**config.mk**
```make
export PLATFORM = sky130hd
export DESIGN_NAME = timer16_capture
export DESIGN_NICKNAME = d
export VERILOG_FILES = /design/src/rtl/timer16_pkg.sv /design/src/rtl/edge_filter.sv /design/src/rtl/timer16_capture.sv
export SDC_FILE = /design/constraint.sdc
export NUM_CORES = 1
export LEC_CHECK = 0
export BUFFER_PORTS_ARGS = -buffer_cell sky130_fd_sc_hd__buf_2
export CAP_MARGIN = 20
export CELL_PAD_IN_SITES_DETAIL_PLACEMENT = 2
export CELL_PAD_IN_SITES_GLOBAL_PLACEMENT = 2
export CORE_MARGIN = 1.5
export CORE_UTILIZATION = 35
export CTS_BUF_LIST = sky130_fd_sc_hd__clkbuf_4 sky130_fd_sc_hd__clkbuf_8
export DETAILED_ROUTE_END_ITERATION = 12
export PLACE_DENSITY = 0.84
export SLEW_MARGIN = 20
export SYNTH_ARGS = -nofsm -noshare
export SYNTH_HDL_FRONTEND = slang
export SYNTH_SLANG_ARGS = --single-unit
```
**constraint.sdc**
```tcl
create_clock -name clk_in -period 6 [get_ports clk_in]
set_clock_uncertainty 0.2 [all_clocks]
set_input_delay 0.3 -clock clk_in [delete_from_list [all_inputs] [get_ports clk_in]]
set_output_delay 0.3 -clock clk_in [all_outputs]
set_load 0.005 [all_outputs]
```
**src/rtl/timer16_pkg.sv**
```systemverilog
// ****************************************************************
// Shared constants for the 16-bit interval, pulse and capture timer
// ****************************************************************
package timer16_pkg;
	// Counter and register width
	localparam int CNT_W = 16;
	localparam logic [CNT_W-1:0] CNT_ZERO = 16'h0000;
	localparam logic [CNT_W-1:0] CNT_MAX = 16'hffff;
	localparam logic [CNT_W-1:0] CNT_ONE = 16'h0001;

	// Prescaler width and terminal counts for the two internal dividers
	localparam int PRE_W = 8;
	localparam logic [PRE_W-1:0] PRE_ZERO = 8'h00;
	localparam logic [PRE_W-1:0] PRE_ONE = 8'h01;
	localparam logic [PRE_W-1:0] DIV4_LAST = 8'h03;
	localparam logic [PRE_W-1:0] DIV256_LAST = 8'hff;

	// Count clock source selection
	localparam logic [1:0] CLK_SYS = 2'h0;
	localparam logic [1:0] CLK_DIV4 = 2'h1;
	localparam logic [1:0] CLK_DIV256 = 2'h2;
	localparam logic [1:0] CLK_EDGE_A = 2'h3;

	// Valid edge selection codes; 2'h2 is prohibited and detects nothing
	localparam logic [1:0] EDGE_FALL = 2'h0;
	localparam logic [1:0] EDGE_RISE = 2'h1;
	localparam logic [1:0] EDGE_BOTH = 2'h3;

	// Counter operating mode
	typedef enum logic [1:0] {
		MODE_STOP,
		MODE_CLEAR_ON_MATCH,
		MODE_FREE_RUN
	} timer_mode_t;

	// Capture arrangement used in free-running mode
	typedef enum logic [1:0] {
		CAP_SINGLE,
		CAP_DUAL,
		CAP_TWO_REG
	} capture_mode_t;
endpackage

```
**src/rtl/edge_filter.sv**
```systemverilog
`timescale 1ns/1ps
`default_nettype none
// ****************************************************************
// Two-sample noise filter and valid edge detector for one input
// ****************************************************************
module edge_filter
	import timer16_pkg::*;
(
	// Clock and reset
	input wire logic clk_in,
	input wire logic sys_rst_in,
	// Sampling strobe and pin
	input wire logic sample_in,
	input wire logic pin_in,
	input wire logic [1:0] edge_sel_in,
	// Filtered edge pulses, one cycle each
	output logic valid_edge_out,
	output logic rise_out,
	output logic fall_out
);
	import timer16_pkg::*;

	logic samp; // Previous sample
	logic level; // Accepted filtered level
	logic next_samp;
	logic next_level;
	logic next_rise;
	logic next_fall;
	logic next_valid;

	// Accept a new level only when two successive samples agree
	always_comb
	begin
		next_samp = samp;
		next_level = level;
		next_rise = 1'b0;
		next_fall = 1'b0;
		if (sample_in)
		begin
			next_samp = pin_in;
			if (samp == pin_in && pin_in != level) // Short pulses never get here
			begin
				next_level = pin_in;
				next_rise = pin_in;
				next_fall = ~pin_in;
			end
		end
		// Edge code decode; the prohibited code matches nothing
		case (edge_sel_in)
			EDGE_FALL: next_valid = next_fall;
			EDGE_RISE: next_valid = next_rise;
			EDGE_BOTH: next_valid = next_rise | next_fall;
			default: next_valid = 1'b0;
		endcase
	end

	// Level resets low, so a pin already high shows a rise once running
	always_ff @(posedge clk_in)
	begin
		if (sys_rst_in)
		begin
			samp <= 1'b0;
			level <= 1'b0;
			rise_out <= 1'b0;
			fall_out <= 1'b0;
			valid_edge_out <= 1'b0;
		end
		else
		begin
			samp <= next_samp;
			level <= next_level;
			rise_out <= next_rise;
			fall_out <= next_fall;
			valid_edge_out <= next_valid;
		end
	end

	// ****************************************************************
	// Checks
	// ****************************************************************
	a_filter_two_samples: assert property (@(posedge clk_in) disable iff (sys_rst_in)
		(rise_out | fall_out) |-> ($past(sample_in) && $past(pin_in) == $past(samp)))
		else $error("edge accepted without two agreeing samples");
	a_edge_decode: assert property (@(posedge clk_in) disable iff (sys_rst_in)
		valid_edge_out |-> ($past(edge_sel_in) != 2'h2))
		else $error("edge reported for prohibited edge code");
endmodule // edge_filter
`default_nettype wire

```
**src/rtl/timer16_capture.sv**
```systemverilog
`timescale 1ns/1ps
`default_nettype none
// Notes on behaviour
// - Interval mode: clear and interrupt every N+1 counts.
// - Clear-on-match sets overflow only when compare is FFFFH.
// - Pulse mode drives waves; period A, width B.
// - Period A+1 counts; duty (A-B)/(A+1).
// - Clear-on-match modes reset counter and keep counting.
// - Capture only after two agreeing input samples.
// - Single capture: input A edge loads B, irq B.
// - Dual: input B edge loads A, irq A.
// - Two-register: selected edge loads B, opposite loads A.
// - Edge codes: 00 fall, 01 rise, 11 both.
// - Output pin held low unless output enabled.
// - Count source: clock, /4, /256, input A edges.
module timer16_capture
	import timer16_pkg::*;
(
	// Clock and reset
	input wire logic clk_in,
	input wire logic sys_rst_in,
	// Mode and clock configuration
	input wire timer16_pkg::timer_mode_t timer_mode_in,
	input wire timer16_pkg::capture_mode_t capture_mode_in,
	input wire logic [1:0] count_clock_sel_in,
	input wire logic [1:0] input_a_edge_sel_in,
	input wire logic [1:0] input_b_edge_sel_in,
	// Output control
	input wire logic invert_on_a_match_in,
	input wire logic invert_on_b_match_in,
	input wire logic output_enable_in,
	// Software writes and flag clear
	input wire logic compare_a_wr_in,
	input wire logic compare_b_wr_in,
	input wire logic [timer16_pkg::CNT_W-1:0] compare_wdata_in,
	input wire logic overflow_clr_in,
	// Capture pins
	input wire logic capture_input_a_in,
	input wire logic capture_input_b_in,
	// State and results
	output logic [timer16_pkg::CNT_W-1:0] timer_count_out,
	output logic [timer16_pkg::CNT_W-1:0] compare_capture_a_out,
	output logic [timer16_pkg::CNT_W-1:0] compare_capture_b_out,
	output logic overflow_flag_out,
	// Events and output pin
	output logic match_a_irq_out,
	output logic match_b_irq_out,
	output logic pulse_output_pin_out
);
	import timer16_pkg::*;

	// ****************************************************************
	// Count clock generation
	// ****************************************************************
	logic [PRE_W-1:0] prescale; // Divider of the system clock, held at zero while stopped
	logic [PRE_W-1:0] next_prescale;
	logic tick; // One count clock period has elapsed
	logic sample_a; // Sampling strobe for input A
	logic edge_a; // Filtered valid edge on input A
	logic rise_a; // Filtered rise on input A
	logic fall_a; // Filtered fall on input A
	logic edge_b; // Filtered valid edge on input B
	logic running; // Counter is not stopped

	assign running = (timer_mode_in != MODE_STOP);

	// Divider runs only while the counter runs, so it starts in phase
	always_comb
	begin
		next_prescale = running ? prescale + PRE_ONE : PRE_ZERO;
		case (count_clock_sel_in)
			CLK_SYS: tick = running;
			CLK_DIV4: tick = running && (prescale[1:0] == DIV4_LAST[1:0]);
			CLK_DIV256: tick = running && (prescale == DIV256_LAST);
			CLK_EDGE_A: tick = running && edge_a;
			default: tick = 1'b0;
		endcase
		// External counting samples every clock; otherwise the count clock samples
		sample_a = (count_clock_sel_in == CLK_EDGE_A) ? 1'b1 : tick;
	end

	always_ff @(posedge clk_in)
	begin
		if (sys_rst_in)
			prescale <= PRE_ZERO;
		else
			prescale <= next_prescale;
	end

	// Input A filter, sampled with the count clock, or every clock when counting input A edges
	edge_filter filt_a (
		.clk_in(clk_in),
		.sys_rst_in(sys_rst_in),
		.sample_in(sample_a),
		.pin_in(capture_input_a_in),
		.edge_sel_in(input_a_edge_sel_in),
		.valid_edge_out(edge_a),
		.rise_out(rise_a),
		.fall_out(fall_a)
	);

	// Input B filter, sampled with the count clock
	edge_filter filt_b (
		.clk_in(clk_in),
		.sys_rst_in(sys_rst_in),
		.sample_in(tick),
		.pin_in(capture_input_b_in),
		.edge_sel_in(input_b_edge_sel_in),
		.valid_edge_out(edge_b),
		.rise_out(),
		.fall_out()
	);

	// ****************************************************************
	// Counter, compare, capture and output
	// ****************************************************************
	logic clear_mode; // Interval or pulse generation mode
	logic free_mode; // Free-running capture mode
	logic match_a; // Count equals compare A on a tick
	logic match_b; // Count equals compare B on a tick
	logic opp_a; // Edge opposite to the selected one on input A
	logic [CNT_W-1:0] next_count;
	logic [CNT_W-1:0] next_cc_a;
	logic [CNT_W-1:0] next_cc_b;
	logic next_ovf;
	logic next_irq_a;
	logic next_irq_b;
	logic next_out_ff;
	logic out_ff; // Waveform before the output gate

	always_comb
	begin
		clear_mode = (timer_mode_in == MODE_CLEAR_ON_MATCH);
		free_mode = (timer_mode_in == MODE_FREE_RUN);
		match_a = clear_mode && tick && (timer_count_out == compare_capture_a_out);
		match_b = clear_mode && tick && (timer_count_out == compare_capture_b_out);
		case (input_a_edge_sel_in) // Opposite edge is only defined for a single edge
			EDGE_RISE: opp_a = fall_a;
			EDGE_FALL: opp_a = rise_a;
			default: opp_a = 1'b0;
		endcase
		next_count = timer_count_out;
		next_ovf = overflow_flag_out & ~overflow_clr_in; // Set below wins over clear
		next_irq_a = 1'b0;
		next_irq_b = 1'b0;
		next_cc_a = compare_a_wr_in ? compare_wdata_in : compare_capture_a_out;
		next_cc_b = compare_b_wr_in ? compare_wdata_in : compare_capture_b_out;
		next_out_ff = out_ff;
		if (!running)
		begin
			next_count = CNT_ZERO; // Stopped counter sits at zero
			next_out_ff = 1'b0;
		end
		else if (match_a)
		begin
			next_count = CNT_ZERO;
			next_irq_a = 1'b1;
			if (compare_capture_a_out == CNT_MAX)
				next_ovf = 1'b1;
		end
		else if (tick)
		begin
			next_count = timer_count_out + CNT_ONE;
			if (free_mode && timer_count_out == CNT_MAX)
				next_ovf = 1'b1; // Sum drops the carry, so it wraps to zero
		end
		// Output inversion on enabled matches, A then B in one tick cancels
		if (match_a && invert_on_a_match_in)
			next_out_ff = ~next_out_ff;
		if (match_b && invert_on_b_match_in)
			next_out_ff = ~next_out_ff;
		if (match_b)
			next_irq_b = 1'b1;
		// Captures take priority over a software write in the same cycle
		if (free_mode && edge_a)
		begin
			next_cc_b = timer_count_out;
			next_irq_b = 1'b1;
		end
		if (free_mode && capture_mode_in == CAP_DUAL && edge_b)
		begin
			next_cc_a = timer_count_out;
			next_irq_a = 1'b1;
		end
		if (free_mode && capture_mode_in == CAP_TWO_REG && opp_a)
			next_cc_a = timer_count_out;
	end

	// Registered results and pin; pin gated low while output is disabled
	always_ff @(posedge clk_in)
	begin
		if (sys_rst_in)
		begin
			timer_count_out <= CNT_ZERO;
			compare_capture_a_out <= CNT_ZERO;
			compare_capture_b_out <= CNT_ZERO;
			overflow_flag_out <= 1'b0;
			match_a_irq_out <= 1'b0;
			match_b_irq_out <= 1'b0;
			out_ff <= 1'b0;
			pulse_output_pin_out <= 1'b0;
		end
		else
		begin
			timer_count_out <= next_count;
			compare_capture_a_out <= next_cc_a;
			compare_capture_b_out <= next_cc_b;
			overflow_flag_out <= next_ovf;
			match_a_irq_out <= next_irq_a;
			match_b_irq_out <= next_irq_b;
			out_ff <= next_out_ff;
			pulse_output_pin_out <= output_enable_in & next_out_ff;
		end
	end

	// ****************************************************************
	// Checks
	// ****************************************************************
	a_interval_clear: assert property (@(posedge clk_in) disable iff (sys_rst_in)
		match_a |=> (timer_count_out == CNT_ZERO) && match_a_irq_out)
		else $error("counter not cleared on compare A match");
	a_irq_period: assert property (@(posedge clk_in) disable iff (sys_rst_in)
		(match_a_irq_out && clear_mode && count_clock_sel_in == CLK_SYS
			&& compare_capture_a_out == 16'h0003 && !compare_a_wr_in)
		##1 (clear_mode && count_clock_sel_in == CLK_SYS && !compare_a_wr_in)[*4]
		|-> match_a_irq_out)
		else $error("interval interrupt not every N+1 counts");
	a_ovf_only_ffff: assert property (@(posedge clk_in) disable iff (sys_rst_in)
		(match_a && compare_capture_a_out != CNT_MAX && !overflow_flag_out) |=> !overflow_flag_out)
		else $error("overflow set on compare below FFFFH");
	a_wrap_ovf: assert property (@(posedge clk_in) disable iff (sys_rst_in)
		(free_mode && tick && timer_count_out == CNT_MAX) |=> overflow_flag_out && timer_count_out == CNT_ZERO)
		else $error("free-run wrap missed overflow");
	a_pin_gated: assert property (@(posedge clk_in) disable iff (sys_rst_in)
		!output_enable_in |=> !pulse_output_pin_out)
		else $error("output pin driven while disabled");
	a_ppg_toggle: assert property (@(posedge clk_in) disable iff (sys_rst_in)
		(match_b && invert_on_b_match_in && !match_a && output_enable_in) ##1 output_enable_in
		|-> pulse_output_pin_out != $past(pulse_output_pin_out))
		else $error("output not inverted on compare B match");
	a_single_capture: assert property (@(posedge clk_in) disable iff (sys_rst_in)
		(free_mode && edge_a) |=> compare_capture_b_out == $past(timer_count_out) && match_b_irq_out)
		else $error("input A edge did not capture into B");
	a_dual_capture: assert property (@(posedge clk_in) disable iff (sys_rst_in)
		(free_mode && capture_mode_in == CAP_DUAL && edge_b)
		|=> compare_capture_a_out == $past(timer_count_out) && match_a_irq_out)
		else $error("input B edge did not capture into A");
	a_opposite_capture: assert property (@(posedge clk_in) disable iff (sys_rst_in)
		(free_mode && capture_mode_in == CAP_TWO_REG && opp_a) |=> compare_capture_a_out == $past(timer_count_out))
		else $error("opposite edge did not capture into A");

	c_interval: cover property (@(posedge clk_in) match_a_irq_out ##[1:20] match_a_irq_out);
	c_ppg_high: cover property (@(posedge clk_in) clear_mode && output_enable_in && pulse_output_pin_out);
	c_capture: cover property (@(posedge clk_in) free_mode && edge_a ##[1:50] edge_a);
	c_wrap: cover property (@(posedge clk_in) free_mode && overflow_flag_out);
endmodule // timer16_capture
`default_nettype wire

```
==> flow_summary.toml <==
[status]
status = "finished clean"

[detailed_routing]
totalWireLength_um = 12180
vias = 3187
antenna_left = 0
vias_per_cell = 5.383
dr.pass1.iters = 4
drt_iter0_markers = 88
wl_per_cell_um = 20.57
drc = 0

[cts]
htreeDepth = 3
clk_pin_slew_worst_paths_ns = 0.08
clk_latency_ns = 0.35
numCtsBuffers = 9
ctsResizeCount = 0
hold_buffers = 1
cts.sinks = 69
cts_tree = "yes"
clk_path_buf_depth = 2
cts_root_buf = "clkbuf_8"
post-cts-setup-buffer-count = 0

[sta]
slew_viol_final = 0
fin_crit_ns = 3.063
post-route-period-util_pct = 51.05
holdWs_ns = 0.01095
fin_ws_ns = 2.937
finalSetupViolations = 0
fin_tns_setup_ns = 0
worst_pin_slew_ns = 1.057
hold_violations = 0
timing.fmax_mhz = 326.5
slew_headroom_pct = 29.51
rsz0062_at_grt = "false"

[yosys]
synthCells = 390
syn_area_per_cell_um2 = 9.076
ys_ff_latch = 69
ys_types = 42
synth-main-ff-cell = "dfxtp_1"
synth_edf_count = 0
synth_fa_ha_area_share_pct = 0.7070
synth_top_family_by_area = "simple AND/OR/NAND/NOR gates"
synth_xor_xnor_area_share_pct = 14.28
mappedNetlistArea_mm2 = 0.003540
yosys.area_share.simple_pct = 19.79
synth-async-reset-ratio_pct = 0
ys_seq_area_share_pct = 39.02
synthMuxAreaShare_pct = 10.75
yosys_warnings = 0
syn_nets = 428
synth_compound_area_share_pct = 10.32

[layout]
fill_cells = 1103
nets = 493
mostFrequentLayoutCell = "buf_2"
antenna_cells = 0
syn_to_final_growth_pct = 19.02
most-common-layout-cells = "87 x buf_2, 69 x dfxtp_1, 67 x nor2_1"
drive_above_1_share_pct = 25.49
multi_input_area_mm2 = 0.001983
regArea_mm2 = 0.001381

[power]
vdd_ir_drop_max_mv = 0.1136
power_density_mw_per_mm2 = 246.7
sw_frac_of_total_pct = 25.53
p_sw_mw = 0.2653
clkPwrFrac_pct = 41.3
leakagePower_nw = 1.811
p_comb_share_pct = 11.0
internal_power_mw = 0.7738
seq_power_share_pct = 47.6
fin_total_pwr_mw = 1.039

[setup_path]
cp_max_fo = 11
critical_path_class = "reg2reg"
worstSetupEndpointType = "flop"
cp.required_ns = 6.08
cp-start-kind = "flop"
critPathArrivalTime_ns = 3.15

[global_routing]
grt_pass1_vias = 3550
grt_pass1_wl_um = 19670
antenna_found_initial = 0
grt.total_usage_pct = 23.25
globalRouteOverflowTotal = 0
grt_max_degree = 45

[floorplan]
die_w_um = 103.6
start_util_pct = 36.21
core_mm2 = 0.009774
die_h_um = 103.6
dieArea_mm2 = 0.01073
fp-row-count = 36
ios = 88

[place]
dp_hpwl_um = 8276
gp_congestion = 0.7747
port_buffers = 87
pre_cts_slack_ns = 2.976

[job]
maxCapViolCount = 0

[hold_path]
hp-class = "in2reg"
-- kinds of logic (layout without fill, tap and decap cells) --
logic type / count (synthesis) / after routing
simple gates: 139 / 139
flops: 69 / 69
xor+xnor: 56 / 56
compound gates: 48 / 48
mux: 38 / 38
buf+inv: 38 / 107
fa+ha+maj: 2 / 2
-- metrics by stage --
| step | cell area [um^2] | util, % | std cells |
|---|---|---|---|
| after detailed placement | 3983 | 40.75 | 576 |
| after CTS | 4210 | 43.07 | 592 |
| after global placement | 3983 | 40.75 | 576 |
| final | 4213 | 43.10 | 592 |
| after floorplan | 3540 | - | 390 |
| after global routing | 4213 | 43.10 | 592 |
-- synthesized netlist by cell type (2+ instances only) --
master	n	area, um^2
ha_1	2	25.02
and3_1	5	31.28
nor2_1	67	251.5
nand2b_1	2	12.51
nand2_1	11	41.29
a211oi_1	32	240.2
and4_1	2	17.52
a21oi_1	6	30.03
clkbuf_1	20	75.07
buf_6	2	22.52
inv_1	3	11.26
buf_4	3	22.52
o21ai_0	3	15.01
nand3_1	15	75.07
xor2_1	13	113.9
nor2b_1	5	31.28
xnor2_1	42	367.9
dfxtp_1	69	1381
mux2i_1	38	380.4
nor2_2	4	25.02
o21ai_1	2	10.01
buf_2	9	45.04
nand4_1	16	100.1
-- state kept, by name (all words and copies together) (netlist names), 8 cells and up --
name                   count
compare_capture_b_out     16
timer_count_out           16
compare_capture_a_out     16
prescale                   8
-- final cells by class --
class,instances,area share [%]
Clock buffer,11,3.445
Clock inverter,4,1.723
Inverter,3,0.2673
Multi-Input combinational cell,283,47.07
Sequential cell,69,32.79
Tap cell,133,3.950
Timing Repair Buffer,89,10.75
-- final timing paths --
| path | startpoint | to | slack, ns | cells after the start |
|---|---|---|---|---|
| setup / recovery | prescale[0] | filt_a.valid_edge_out | 2.94 | 7 |
| hold / removal | capture_input_a_in | filt_a.fall_out | 0.01 | 2 |
| setup reg to reg | prescale[0] | filt_a.valid_edge_out | 2.94 | 7 |
| hold reg to reg | filt_b.level | filt_b.level | 0.28 | 2 |
-- power by group through the flow --
stage | sequential, mW | combinational [mW] | clock [mW]
final | 0.495 | 0.115 | 0.429
after floorplan | 0.500 | 0.0676 | 0
after CTS | 0.495 | 0.116 | 0.433
after global routing | 0.497 | 0.125 | 0.454
after global placement | 0.504 | 0.106 | 0
after detailed placement | 0.505 | 0.112 | 0
-- layer usage --
| metal | wire, um | global-route usage [%] | vias to the layer above |
|---|---|---|---|
| li1 | - | - | 1474 |
| met1 | 5265 | 28.14 | 1609 |
| met2 | 6128 | 40.86 | 79 |
| met3 | 488 | 3.965 | 25 |
| met4 | 292 | 9.425 | 0 |
| met5 | 0 | 0 | - |
-- worst max-delay path, cell delays in order (launching register included) --
cell	delay [ns]
dfxtp_1	0.39
ha_1	0.34
nor2b_1	0.10
o21a_1	0.28
a21oi_1	0.84
a21oi_1	0.23
or3_1	0.47
nor2_1	0.14
Power figures use the tool's default switching activity.
